==> src/include/wdw_pkg.sv <==
package wdw_pkg;

  // ----------------------------------------------------------------
  // Timing
  // ----------------------------------------------------------------
  // System clock and nominal oscillator rate, both in kHz.
  localparam real CLK_FREQ_KHZ = 100000.0;
  localparam real RC_FREQ_KHZ = 32.767;
  // System clock cycles per oscillator period, truncated.
  localparam int RC_DIV_CYCLES = $rtoi(CLK_FREQ_KHZ / RC_FREQ_KHZ);
  localparam int RC_CNT_W = 12;
  // Prescaler terminal counts for divide-by-32 and divide-by-128.
  localparam logic [6:0] PRE32_LAST = 7'h1f;
  localparam logic [6:0] PRE128_LAST = 7'h7f;
  localparam int PRE32_SHIFT = 5;
  localparam int PRE128_SHIFT = 7;
  localparam int POST_W = 15;
  localparam int ELAPSED_W = 22;

  // ----------------------------------------------------------------
  // Register map (byte addresses)
  // ----------------------------------------------------------------
  localparam logic [7:0] CFG_OFS = 8'h00;
  localparam logic [7:0] RSTCTL_OFS = 8'h04;
  localparam logic [7:0] STATUS_OFS = 8'h08;

  // Field positions in the reset control register.
  localparam int RC_IDLE_BIT = 2;
  localparam int RC_SLEEP_BIT = 3;
  localparam int RC_TIMEOUT_BIT = 4;
  localparam int RC_SOFTEN_BIT = 5;

  // Status register: elapsed count, window-open and running bits.
  localparam int ST_WINDOW_BIT = 22;
  localparam int ST_RUN_BIT = 23;

  localparam logic [1:0] RESP_OKAY = 2'h0;
  localparam logic [1:0] RESP_SLVERR = 2'h2;

  // Watchdog configuration word, low byte.
  typedef struct packed {
    logic always_on_fuse;
    logic window_disable;
    logic spare;
    logic prescale_select;
    logic [3:0] postscale_select;
  } wdw_cfg_t;

  // Non-window, divide-by-128, ratio 1:32,768, software enabled.
  localparam logic [7:0] CFG_RESET = 8'h5f;

endpackage : wdw_pkg

==> src/rtl/wdw_stage.sv <==
`timescale 1ns/1ps

// Wrapping counter stage: counts steps and wraps after the given limit.
module wdw_stage #(
  parameter int W = 8
) (
  input wire logic aclk,
  input wire logic aresetn,
  input wire logic clear,
  input wire logic step,
  input wire logic [W-1:0] limit,
  output logic [W-1:0] count,
  output logic wrap
);

  logic [W-1:0] count_q;

  // The wrap is combinational so stages chain within one cycle.
  assign wrap = step && !clear && (count_q >= limit);
  assign count = count_q;

  // Clear dominates a step; a limit lowered below the count wraps at once.
  always_ff @(posedge aclk) begin
    if (!aresetn || clear) begin
      count_q <= '0;
    end else if (step) begin
      count_q <= (count_q >= limit) ? '0 : count_q + W'(1);
    end
  end

endmodule : wdw_stage

==> src/rtl/wdw_watchdog.sv <==
`timescale 1ns/1ps

module wdw_watchdog #(
  parameter int RC_DIV = wdw_pkg::RC_DIV_CYCLES
) (
  input wire logic aclk,
  input wire logic aresetn,
  input wire logic kick_instruction,
  input wire logic power_save_instruction,
  input wire logic power_save_idle,
  input wire logic power_save_exit,
  input wire logic clock_switch_done,
  output logic low_power_rc_clock_enable,
  output logic device_reset,
  output logic wake,
  input wire logic [7:0] s_axi_awaddr,
  input wire logic s_axi_awvalid,
  output logic s_axi_awready,
  input wire logic [31:0] s_axi_wdata,
  input wire logic [3:0] s_axi_wstrb,
  input wire logic s_axi_wvalid,
  output logic s_axi_wready,
  output logic [1:0] s_axi_bresp,
  output logic s_axi_bvalid,
  input wire logic s_axi_bready,
  input wire logic [7:0] s_axi_araddr,
  input wire logic s_axi_arvalid,
  output logic s_axi_arready,
  output logic [31:0] s_axi_rdata,
  output logic [1:0] s_axi_rresp,
  output logic s_axi_rvalid,
  input wire logic s_axi_rready
);

  // ----------------------------------------------------------------
  // State
  // ----------------------------------------------------------------
  wdw_pkg::wdw_cfg_t cfg_q;
  logic soft_enable_q, timeout_flag_q, sleep_flag_q, idle_flag_q;
  logic in_ps_q, rc_en_q, dev_rst_q, wake_q;
  logic running, clr, rc_tick, pre_wrap, post_wrap, timeout;
  logic early_kick, window_open, kick_now;
  logic [wdw_pkg::RC_CNT_W-1:0] rc_cnt;
  logic [6:0] pre_cnt, pre_last;
  logic [wdw_pkg::POST_W-1:0] post_cnt, post_last;
  logic [wdw_pkg::ELAPSED_W-1:0] elapsed, threshold;
  logic [4:0] shift;
  localparam int RC_LAST = RC_DIV - 1;

  // AXI slave state.
  logic aw_full_q, w_full_q, awready_q, wready_q, bvalid_q, arready_q, rvalid_q;
  logic [7:0] waddr_q;
  logic [31:0] wdata_q, rdata_q;
  logic wstrb0_q;
  logic [1:0] bresp_q, rresp_q;
  logic do_write, wr_rstctl, wr_cfg;

  // ----------------------------------------------------------------
  // Enable and counting chain
  // ----------------------------------------------------------------
  // The fuse overrides the software enable completely.
  assign running = cfg_q.always_on_fuse || soft_enable_q;

  // Kicks only count while the core executes, not while it sleeps.
  assign kick_now = kick_instruction && !in_ps_q;

  // Any of these restarts the chain; a timeout wraps it by itself and is left out to avoid a loop.
  assign clr = !running || dev_rst_q || clock_switch_done
               || power_save_instruction || kick_now
               || (in_ps_q && power_save_exit);

  // Prescaler terminal count from the select bit.
  assign pre_last = cfg_q.prescale_select ? wdw_pkg::PRE128_LAST : wdw_pkg::PRE32_LAST;
  // Postscale ratio two to the power n, held as its last count.
  assign post_last = ~({wdw_pkg::POST_W{1'b1}} << cfg_q.postscale_select);

  // RC oscillator model: a divider of the system clock, gated by enable.
  wdw_stage #(.W(wdw_pkg::RC_CNT_W)) u_rc (
    .aclk(aclk),
    .aresetn(aresetn),
    .clear(!rc_en_q),
    .step(1'b1),
    .limit(RC_LAST[wdw_pkg::RC_CNT_W-1:0]),
    .count(rc_cnt),
    .wrap(rc_tick)
  );

  // Prescaler: 1 ms or 4 ms basic period at the nominal rate.
  wdw_stage #(.W(7)) u_pre (
    .aclk(aclk),
    .aresetn(aresetn),
    .clear(clr),
    .step(rc_tick),
    .limit(pre_last),
    .count(pre_cnt),
    .wrap(pre_wrap)
  );

  // Postscaler: the timeout is the prescaler period times the ratio.
  wdw_stage #(.W(wdw_pkg::POST_W)) u_post (
    .aclk(aclk),
    .aresetn(aresetn),
    .clear(clr),
    .step(pre_wrap),
    .limit(post_last),
    .count(post_cnt),
    .wrap(post_wrap)
  );

  assign timeout = running && post_wrap;

  // Elapsed oscillator ticks and three quarters of the full period.
  assign shift = cfg_q.prescale_select ? 5'(wdw_pkg::PRE128_SHIFT) : 5'(wdw_pkg::PRE32_SHIFT);
  assign elapsed = cfg_q.prescale_select
                 ? {post_cnt, pre_cnt}
                 : {2'b00, post_cnt, pre_cnt[4:0]};
  assign threshold = 22'h3 << (5'(cfg_q.postscale_select) + shift - 5'h2);
  assign window_open = elapsed >= threshold;

  // An early kick only matters in window mode.
  assign early_kick = running && kick_now && !cfg_q.window_disable && !window_open;

  // ----------------------------------------------------------------
  // Control outputs
  // ----------------------------------------------------------------
  // The oscillator enable follows the watchdog's running state one cycle later.
  always_ff @(posedge aclk) begin
    if (!aresetn) begin
      rc_en_q <= 1'b0;
    end else begin
      rc_en_q <= running;
    end
  end

  // Reset pulse for a timeout in execution or an early kick.
  // A timeout in power-save only produces a wake pulse.
  always_ff @(posedge aclk) begin
    if (!aresetn) begin
      dev_rst_q <= 1'b0;
      wake_q <= 1'b0;
    end else begin
      dev_rst_q <= (timeout && !in_ps_q) || early_kick;
      wake_q <= timeout && in_ps_q;
    end
  end

  // Power-save state: entered by the instruction, left by exit or wake.
  always_ff @(posedge aclk) begin
    if (!aresetn || dev_rst_q) begin
      in_ps_q <= 1'b0;
    end else if (power_save_instruction && !in_ps_q) begin
      in_ps_q <= 1'b1;
    end else if (in_ps_q && (power_save_exit || timeout)) begin
      in_ps_q <= 1'b0;
    end
  end

  // ----------------------------------------------------------------
  // Reset control register
  // ----------------------------------------------------------------
  assign do_write = aw_full_q && w_full_q && !bvalid_q;
  assign wr_rstctl = do_write && wstrb0_q && waddr_q == wdw_pkg::RSTCTL_OFS;
  assign wr_cfg = do_write && wstrb0_q && waddr_q == wdw_pkg::CFG_OFS;

  // Soft enable is written freely and dropped by any device reset.
  always_ff @(posedge aclk) begin
    if (!aresetn || dev_rst_q) begin
      soft_enable_q <= 1'b0;
    end else if (wr_rstctl) begin
      soft_enable_q <= wdata_q[wdw_pkg::RC_SOFTEN_BIT];
    end
  end

  // Sticky flags: writing 0 clears, writing 1 is ignored, a set wins.
  // The timeout flag survives the watchdog's own reset pulse.
  always_ff @(posedge aclk) begin
    if (!aresetn) begin
      timeout_flag_q <= 1'b0;
      sleep_flag_q <= 1'b0;
      idle_flag_q <= 1'b0;
    end else begin
      if (timeout || early_kick) begin
        timeout_flag_q <= 1'b1;
      end else if (wr_rstctl && !wdata_q[wdw_pkg::RC_TIMEOUT_BIT]) begin
        timeout_flag_q <= 1'b0;
      end
      // Left set after a wake; software clears them.
      if (power_save_instruction && !in_ps_q && !power_save_idle) begin
        sleep_flag_q <= 1'b1;
      end else if (wr_rstctl && !wdata_q[wdw_pkg::RC_SLEEP_BIT]) begin
        sleep_flag_q <= 1'b0;
      end
      if (power_save_instruction && !in_ps_q && power_save_idle) begin
        idle_flag_q <= 1'b1;
      end else if (wr_rstctl && !wdata_q[wdw_pkg::RC_IDLE_BIT]) begin
        idle_flag_q <= 1'b0;
      end
    end
  end

  // Configuration word; a device reset from the watchdog keeps it.
  always_ff @(posedge aclk) begin
    if (!aresetn) begin
      cfg_q <= wdw_pkg::CFG_RESET;
    end else if (wr_cfg) begin
      cfg_q <= wdata_q[7:0];
    end
  end

  // ----------------------------------------------------------------
  // AXI4-Lite write channel
  // ----------------------------------------------------------------
  // Address and data are taken in either order; readies stay low
  // until the response is accepted, so one write is open at a time.
  always_ff @(posedge aclk) begin
    if (!aresetn) begin
      aw_full_q <= 1'b0;
      w_full_q <= 1'b0;
      awready_q <= 1'b1;
      wready_q <= 1'b1;
      bvalid_q <= 1'b0;
      bresp_q <= wdw_pkg::RESP_OKAY;
      waddr_q <= 8'h00;
      wdata_q <= 32'h0;
      wstrb0_q <= 1'b0;
    end else begin
      if (s_axi_awvalid && awready_q) begin
        aw_full_q <= 1'b1;
        awready_q <= 1'b0;
        waddr_q <= s_axi_awaddr;
      end
      if (s_axi_wvalid && wready_q) begin
        w_full_q <= 1'b1;
        wready_q <= 1'b0;
        wdata_q <= s_axi_wdata;
        wstrb0_q <= s_axi_wstrb[0];
      end
      if (do_write) begin
        aw_full_q <= 1'b0;
        w_full_q <= 1'b0;
        bvalid_q <= 1'b1;
        bresp_q <= (waddr_q == wdw_pkg::CFG_OFS || waddr_q == wdw_pkg::RSTCTL_OFS)
                   ? wdw_pkg::RESP_OKAY : wdw_pkg::RESP_SLVERR;
      end
      if (bvalid_q && s_axi_bready) begin
        bvalid_q <= 1'b0;
        awready_q <= 1'b1;
        wready_q <= 1'b1;
      end
    end
  end

  // ----------------------------------------------------------------
  // AXI4-Lite read channel
  // ----------------------------------------------------------------
  // Data is sampled at the address handshake and held until taken.
  always_ff @(posedge aclk) begin
    if (!aresetn) begin
      arready_q <= 1'b1;
      rvalid_q <= 1'b0;
      rdata_q <= 32'h0;
      rresp_q <= wdw_pkg::RESP_OKAY;
    end else if (s_axi_arvalid && arready_q) begin
      arready_q <= 1'b0;
      rvalid_q <= 1'b1;
      rresp_q <= wdw_pkg::RESP_OKAY;
      unique case (s_axi_araddr)
        wdw_pkg::CFG_OFS: rdata_q <= {24'h0, cfg_q};
        wdw_pkg::RSTCTL_OFS: rdata_q <= {26'h0, soft_enable_q, timeout_flag_q, sleep_flag_q, idle_flag_q, 2'h0};
        wdw_pkg::STATUS_OFS: rdata_q <= {8'h0, running, window_open, elapsed};
        default: begin
          rdata_q <= 32'h0;
          rresp_q <= wdw_pkg::RESP_SLVERR;
        end
      endcase
    end else if (rvalid_q && s_axi_rready) begin
      rvalid_q <= 1'b0;
      arready_q <= 1'b1;
    end
  end

  assign low_power_rc_clock_enable = rc_en_q;
  assign device_reset = dev_rst_q;
  assign wake = wake_q;
  assign s_axi_awready = awready_q;
  assign s_axi_wready = wready_q;
  assign s_axi_bvalid = bvalid_q;
  assign s_axi_bresp = bresp_q;
  assign s_axi_arready = arready_q;
  assign s_axi_rvalid = rvalid_q;
  assign s_axi_rdata = rdata_q;
  assign s_axi_rresp = rresp_q;
endmodule : wdw_watchdog

==> config.mk <==
export PLATFORM = sky130hd
export DESIGN_NAME = wdw_watchdog
export DESIGN_NICKNAME = d
export VERILOG_FILES = /design/src/include/wdw_pkg.sv /design/src/rtl/wdw_stage.sv /design/src/rtl/wdw_watchdog.sv
export SDC_FILE = /design/constraint.sdc
export NUM_CORES = 1
export LEC_CHECK = 0
export BUFFER_PORTS_ARGS = -buffer_cell sky130_fd_sc_hd__buf_2
export CAP_MARGIN = 30
export CORE_MARGIN = 2
export CORE_UTILIZATION = 50
export DETAILED_ROUTE_END_ITERATION = 10
export PLACE_DENSITY = 0.73
export SLEW_MARGIN = 30
export SYNTH_ARGS = -nofsm -noshare
export SYNTH_HDL_FRONTEND = slang
export SYNTH_SLANG_ARGS = --single-unit
export TNS_END_PERCENT = 30
==> constraint.sdc <==
create_clock -name aclk -period 4.96 [get_ports aclk]
set_input_delay 0.992 -clock aclk [delete_from_list [all_inputs] [get_ports aclk]]
set_output_delay 0.992 -clock aclk [all_outputs]
set_load 0.1 [all_outputs]
==> metrics.md, run 1 <==
| Metric | Value |
|---|---|
| Status | `complete, no violations` |
| Inst Count DP | `about 850` |
| Startpoint Class | `flip-flop` |
| Main synth FF type | `dfxtp_1` |
| Inserted Diodes | `0` |
| Yosys warnings | `0` |
| Crit-path cells | `inv_1 -> ha_1 -> inv_1 -> ha_1 -> inv_1 -> fa_1 -> xnor2_2 -> and2_1 -> nor2b_1 -> a22oi_1 -> ha_1 -> nand4_1 -> nor4_1 -> nor3b_1 -> a221oi_1 -> and4_1 -> a211o_1` |
| Area share of the leading cell type in the synthesized netlist | `between 30% and 40%` |
| Fmax | `between 0.2 and 0.25 GHz` |
| R2R setup slack | `between 0.3 and 0.4 ns` |
| Core area | `11,270 sq um` |
| Die area | `between 10,000 and 15,000 sq um` |
| Placement Rows | `39` |
| First-pass GRT wire length | `~21 mm` |
| CTS buffer count | `9` |
| Max Slew Vio Count | `0` |
| H-Tree Depth | `3` |
| Post CTS Setup Buffer Count | `0` |
| Proportion of layout cells with a drive suffix above 1 | `~18%` |
| Congestion Overflow GR | `0` |
| Setup crit end kind | `flip-flop` |
| Leak Pwr | `~2.8 nW` |
| Clk pwr share | `40.9%` |
| Reg2reg start | `cfg_q[1]` |
| Post-synth EDFFs | `0` |
| MaxCap Viol Count | `0` |
| Initial antenna violation count | `0` |
| Cell with the most instances after synthesis | `dfxtp_1` |
| DR iter-0 viols | `~220` |
| Cell Area, Synth | `approximately 5700 sq um` |
| Clock Skew | `between 0.007 and 0.008 ns` |
| DRT Pass-1 Iters | `5` |
| Die width | `around 110 um` |
| Ys async rst share | `0%` |
| Hold/Removal Path Class | `reg2reg` |
| Routed length per placed instance | `14.65 um` |
| Fin crit share | `approximately 93%` |
| Area leader, netlist | `dfxtp_1` |
| Worst vdd ir | `264.7 uV` |
| FF-to-FF path depth | `17` |
| Worst-margin pin slew | `0.8208 ns` |
| Total track usage | `between 20% and 30%` |
| Skew-Pair Late Insertion Delay | `~0.35 ns` |
| Vias/cell | `5.480` |
| Setup CP Type | `reg2reg` |
| Rel. slew slack | `between 40% and 50%` |
| # DRC | `0` |
| Sw Share | `between 20% and 30%` |
| Critical Path Source | `cfg_q[1]` |
| Setup TNS | `0 ns` |
| Int Pwr | `around 0.0012 W` |
| Vias in the first global route | `4,692` |
| Top cells by instance count after synthesis | `dfxtp_1 (100), nand2_1 (90), ha_1 (48)` |
| Area grow syn2layout | `11.50%` |
| Root Driver | `clkbuf_16` |
| Final hold vios | `0` |
| Comb pwr share | `8.6%` |
| Via count | `around 4.7k` |
| RD Place Congestion | `about 0.86` |
| Worst Path Arrival | `~4.9 ns` |
| Unrepaired setup endpoints after global routing | `no` |
| CTS tree | `built` |
| Reg power frac | `about half` |
| Worst path slowest cell | `dfxtp_1` |
| Worst-case clock buffer depth | `2` |
| Avg Cell Area, Syn | `roughly 8.6 sq um` |
| Synth cell types | `58` |
| I/O Buffers | `70` |
| HPWL Detailed | `between 9 and 10 mm` |
| Min Clock Period, post-route | `~4.6 ns` |
| CP Capture Point | `timeout_flag_q` |
| Routed Antenna Nets | `0` |
| Psw | `about 0.00043 W` |
| WHS | `about 0.46 ns` |
| Clk slew on worst S/H paths | `0.07 ns` |
| PD cells | `~260 nW/um^2` |
| Top cells by area, synth | `dfxtp_1 (35%), ha_1 (11%), nand2_1 (5.9%)` |
| Reg-to-Reg End | `timeout_flag_q` |
| Maximum fanout along the worst path | `6` |
| Worst Hold Launch | `wstrb0_q` |
| Fin cells | `864` |
| Register area share after synthesis | `between 30% and 40%` |
| Initial core utilization | `about half` |
| Pin count of the biggest net entering global routing | `just under 70` |
| Max incr delay on CP | `~0.44 ns` |
| Total Nets Final | `829` |
| Die H | `between 100 and 150 um` |
| Final Setup Violations | `0` |
| CP required | `between 5 and 6 ns` |
| Synth Instances | `661` |
| Final WL | `12.66 mm` |
| IO Pins | `~110` |
| CTS Sinks | `100` |
| Yosys reg bits | `100` |
## worst min path at each step
| stage | end | depth (start not counted) |
|---|---|---|
| 2_1_floorplan | waddr_q[7] | 2 |
| 3_3_place_gp | waddr_q[4] | 2 |
| 3_5_place_dp | wstrb0_q | 2 |
| 4_1_cts | wstrb0_q | 2 |
| 5_1_grt | waddr_q[4] | 2 |
| 6_report | wstrb0_q | 2 |
## timing repair
action | 4_1_cts | 5_1_grt
endpoints found under the setup margin | 0 | 2
resized for setup | 0 | 1
hold buffers | 0 | 0
## power by group through the flow
| stage | Combinational [W] | Sequential, W | Clock [W] |
|---|---|---|---|
| finish | 0.000141 | 0.000829 | 0.000671 |
| global route | 0.000152 | 0.000830 | 0.000712 |
| CTS | 0.000141 | 0.000829 | 0.000685 |
| detailed placement | 0.000141 | 0.000847 | 0 |
| global placement | 0.000138 | 0.000846 | 0 |
| floorplan | 0.0000895 | 0.000872 | 0 |
## flip-flops by register name, summed over array words and instances (netlist names), 7 cells and up
register      count
u_rc.count       12
wdata_q           8
u_post.count     15
cfg_q             8
s_axi_rdata      24
u_pre.count       7
waddr_q           8
## critical path, delay by kind of cell (launching register included)
| kind | cells | cell delay (ns) |
|---|---|---|
| compound gates | 3 | 0.54 |
| fa+ha+maj | 4 | 1.31 |
| buf+inv | 3 | 0.34 |
| simple gates | 6 | 1.62 |
| flops | 1 | 0.44 |
| xor+xnor | 1 | 0.25 |
## stage by stage
stage	setup slack [ns]	power (W)	util, %	instance area (sq um)
floorplan	0.8462	0.0009610	-	5746
global placement	0.5731	0.0009843	53.94	6080
detailed placement	0.3781	0.0009880	53.94	6080
CTS	0.2936	0.001655	56.41	6359
global route	0.01970	0.001694	56.50	6369
finish	0.3512	0.001640	56.50	6369
## cells in the final DEF (no fill, tap or decap), types with 5 or more instances in the layout
master | synthesis | routed
a21boi_0 | 22 | 22
a21o_1 | 8 | 8
a21oi_1 | 17 | 17
a22oi_1 | 21 | 21
and2_1 | 13 | 13
and3_1 | 8 | 8
buf_2 | 3 | 70
clkbuf_16 | 0 | 9
conb_1 | 1 | 10
dfxtp_1 | 100 | 100
ha_1 | 48 | 48
inv_1 | 24 | 24
mux2_2 | 13 | 13
mux2i_1 | 13 | 13
nand2_1 | 90 | 90
nand2b_1 | 9 | 9
nand3_1 | 27 | 27
nand4_1 | 14 | 14
nor2_1 | 43 | 43
nor2_2 | 11 | 11
nor2b_1 | 24 | 23
nor3_1 | 6 | 6
nor3_2 | 6 | 6
o211ai_1 | 5 | 5
o21ai_0 | 29 | 29
xnor2_1 | 17 | 16
xor2_1 | 12 | 12
## layer usage
layer	global-route usage, %	routed length [um]	vias to the layer above
li1	-	-	2389
met1	24.74	5525	2203
met2	36.40	6134	109
met3	5.850	583	34
met4	7.667	412	0
met5	0	0	-
## cell type report
cell class | count | area, sq um
Clock buffer | 12 | 246.5
Inverter | 24 | 90.09
Tap cell | 143 | 178.9
Clock inverter | 4 | 32.53
Multi-Input combinational cell | 509 | 3453
Sequential cell | 100 | 2002
Fill cell | 1002 | 4903
Timing Repair Buffer | 72 | 365.4
## cell families (layout without fill, tap and decap cells)
kind of cell	Yosys count	in the layout	synth area share (%)
AOI/OAI and AO/OA	119	119	14.50
xor gates and xnor gates	29	29	4.447
adders and majority gates	49	49	10.87
buffers and inverters	61	112	5.257
DFF	100	100	35.05
muxes	26	26	4.841
other	1	10	0.06565
and+or+nand+nor	276	276	24.97
Power figures use the tool's default switching activity.
==> inputs of run 2 (changes only) <==
--- a/config.mk
+++ b/config.mk
@@ -10,7 +10,7 @@
 export CORE_MARGIN = 2
 export CORE_UTILIZATION = 50
 export DETAILED_ROUTE_END_ITERATION = 10
-export PLACE_DENSITY = 0.73
+export PLACE_DENSITY = 0.74
 export SLEW_MARGIN = 30
 export SYNTH_ARGS = -nofsm -noshare
 export SYNTH_HDL_FRONTEND = slang
==> run 2 against run 1 <==
  * Combinational power barely moved
  * Die area did not move
  * Worst hold slack improved by 0.0080 ns
  * Non-clock buffer count did not move
  * Largest power group unchanged
==> metrics.md, run 2 (synthesized netlist as in run 1, its figures left out) <==
| Metric | Value |
|---|---|
| Status | `complete, no violations` |
| Initial core utilization | `50.67% (unchanged)` |
| Routed length per placed instance | `15.16 um (+3.5%)` |
| Unrepaired setup endpoints after global routing | `no` |
| Hold depth | `2 (unchanged)` |
| Proportion of layout cells with a drive suffix above 1 | `18.19% (+0.16 points)` |
| Crit-path cells | `inv_1 -> ha_1 -> inv_1 -> ha_1 -> inv_1 -> fa_1 -> xnor2_2 -> and2_1 -> nor2b_1 -> a22oi_1 -> ha_1 -> nand4_1 -> nor4_2 -> nor3b_1 -> a221oi_1 -> and4_1 -> a211o_1` |
| DR iter-0 viols | `236 (+6.3%)` |
| Placement Rows | `39 (unchanged)` |
| Final WL | `13.08 mm (+3.4%)` |
| Die H | `110.9 um (unchanged)` |
| IO Pins | `108 (unchanged)` |
| Die width | `110.9 um (unchanged)` |
| Fin util | `56.47% (about the same)` |
| Commonest non-fill, non-tap cell in the layout | `dfxtp_1` |
| Max incr delay on CP | `0.44 ns (about the same)` |
| Worst-margin pin slew | `0.8102 ns (-0.01064 ns)` |
| Hold/Removal Path Class | `reg2reg` |
| CTS buffer count | `9 (unchanged)` |
| Fmax | `0.2186 GHz (+0.76%)` |
| Inserted Diodes | `0 (unchanged)` |
| Sw Share | `26.15% (+0.078 points)` |
| HPWL Detailed | `9.998 mm (+3.6%)` |
| Worst Hold Endpoint | `waddr_q[7]` |
| Routed Antenna Nets | `0 (unchanged)` |
| Startpoint Class | `flip-flop` |
| Congestion Overflow GR | `0 (unchanged)` |
| Max reg flops | `24 (unchanged)` |
| Root Driver | `clkbuf_16` |
| # DRC | `0 (unchanged)` |
| Clock Skew | `0.007914 ns (+0.0006403 ns)` |
| H-Tree Depth | `3 (unchanged)` |
| Final Setup Violations | `0 (unchanged)` |
| Max Slew Vio Count | `0 (unchanged)` |
| Commonest cells after routing, fill and taps aside | `dfxtp_1 (100), nand2_1 (90), buf_2 (70), ha_1 (48), nor2_1 (43)` |
| Worst-case clock buffer depth | `2 (unchanged)` |
| Fin cells | `863 (-0.12%)` |
| Setup CP Type | `reg2reg` |
| DRT Pass-1 Iters | `5 (unchanged)` |
| RD Place Congestion | `0.8719 (+1.6%)` |
| WHS | `0.4702 ns (+0.008031 ns)` |
| Skew-Pair Late Insertion Delay | `0.35 ns (about the same)` |
| Total track usage | `21.30% (+0.33 points)` |
| Maximum fanout along the worst path | `6 (unchanged)` |
| First-pass GRT wire length | `21.50 mm (+1.2%)` |
| Comb pwr share | `8.8% (+0.2 points)` |
| CTS tree | `built` |
| Via count | `4,844 (+2.3%)` |
| Clk slew on worst S/H paths | `0.07 ns (about the same)` |
| R2R setup slack | `0.39 ns (+0.03 ns)` |
| Setup crit end kind | `flip-flop` |
| Int Pwr | `0.001194 W (-1.6%)` |
| Vias/cell | `5.613 (+2.4%)` |
| Die area | `12,290 sq um (unchanged)` |
| MaxCap Viol Count | `0 (unchanged)` |
| PD cells | `254.0 nW/um^2 (-1.4%)` |
| Worst vdd ir | `261.6 uV (-1.2%)` |
| Worst Path Arrival | `4.82 ns (-0.03 ns)` |
| Psw | `0.0004227 W (-1.2%)` |
| Setup TNS | `0 ns (unchanged)` |
| Vias in the first global route | `4,590 (-2.2%)` |
| Final hold vios | `0 (unchanged)` |
| Rel. slew slack | `45.86% (+0.71 points)` |
| CTS Sinks | `100 (unchanged)` |
| Worst path slowest cell | `dfxtp_1` |
| CP required | `5.20 ns (about the same)` |
| Min Clock Period, post-route | `4.574 ns (-0.03463 ns)` |
| FF-to-FF path depth | `17 (unchanged)` |
| Initial antenna violation count | `0 (unchanged)` |
| Pin count of the biggest net entering global routing | `69 (unchanged)` |
| Fin crit share | `92.22% (-0.70 points)` |
| Reg-to-Reg End | `timeout_flag_q` |
| Clk pwr share | `40.0% (-0.9 points)` |
| Area grow syn2layout | `11.43% (about the same)` |
| Core area | `11,270 sq um (unchanged)` |
| Reg power frac | `51.3% (+0.8 points)` |
| Total Nets Final | `829 (unchanged)` |
| I/O Buffers | `70 (unchanged)` |
| Reg2reg start | `cfg_q[1]` |
| Inst Count DP | `848 (unchanged)` |
| Worst Hold Launch | `waddr_q[7]` |
| Leak Pwr | `2.788 nW (about the same)` |
## run 2: routing by layer
layer  wire length, um  track usage, %
met5                 0               0
met4               342           6.917
met3               632           5.905
met2              6507           37.96
met1              5597           24.68
## run 2: area by class of cell
class | instances | area (sq um)
Clock buffer | 10 | 229.0
Clock inverter | 5 | 40.04
Fill cell | 1015 | 4907
Inverter | 24 | 90.09
Multi-Input combinational cell | 509 | 3460
Sequential cell | 100 | 2002
Tap cell | 143 | 178.9
Timing Repair Buffer | 72 | 365.4
## run 2: power by group through the flow
stage	clock network, W	registers (W)	logic [W]
after detailed placement	0	0.000847	0.000141
after floorplan	0	0.000872	0.0000895
after global placement	0	0.000846	0.000138
after CTS	0.000658	0.000829	0.000141
final	0.000646	0.000829	0.000142
after global routing	0.000693	0.000830	0.000152
## run 2: worst max-delay path by stage
stage / start / end / slack, ns / cells past startpoint
finish: cfg_q[1] / timeout_flag_q / 0.39 / 17
global route: cfg_q[1] / timeout_flag_q / 0.04 / 17
CTS: cfg_q[1] / timeout_flag_q / 0.26 / 17
detailed placement: cfg_q[1] / timeout_flag_q / 0.29 / 17
global placement: cfg_q[1] / timeout_flag_q / 0.57 / 17
floorplan: cfg_q[4] / timeout_flag_q / 0.85 / 18
## run 2: repair_timing
action	CTS	global route
resized for setup	0	2
setup endpoints to repair	0	3
buffers inserted	0	0
hold buffers	0	0
## run 2: critical path, delay by kind of cell (launching register included)
kind / cells / cell delay [ns]
AO/OA/AOI/OAI: 3 / 0.52
adder cells (fa/ha/maj): 4 / 1.32
buffers and inverters: 3 / 0.34
AND/OR/NAND/NOR: 6 / 1.59
flip-flops: 1 / 0.44
XOR/XNOR: 1 / 0.25
## run 2: per-stage QoR
step | power (W) | area [sq um] | worst slack [ns]
after floorplan | 0.0009610 | 5746 | 0.8462
after global routing | 0.001676 | 6365 | 0.04129
after CTS | 0.001628 | 6349 | 0.2644
final | 0.001617 | 6365 | 0.3858
after global placement | 0.0009842 | 6080 | 0.5725
after detailed placement | 0.0009882 | 6080 | 0.2917
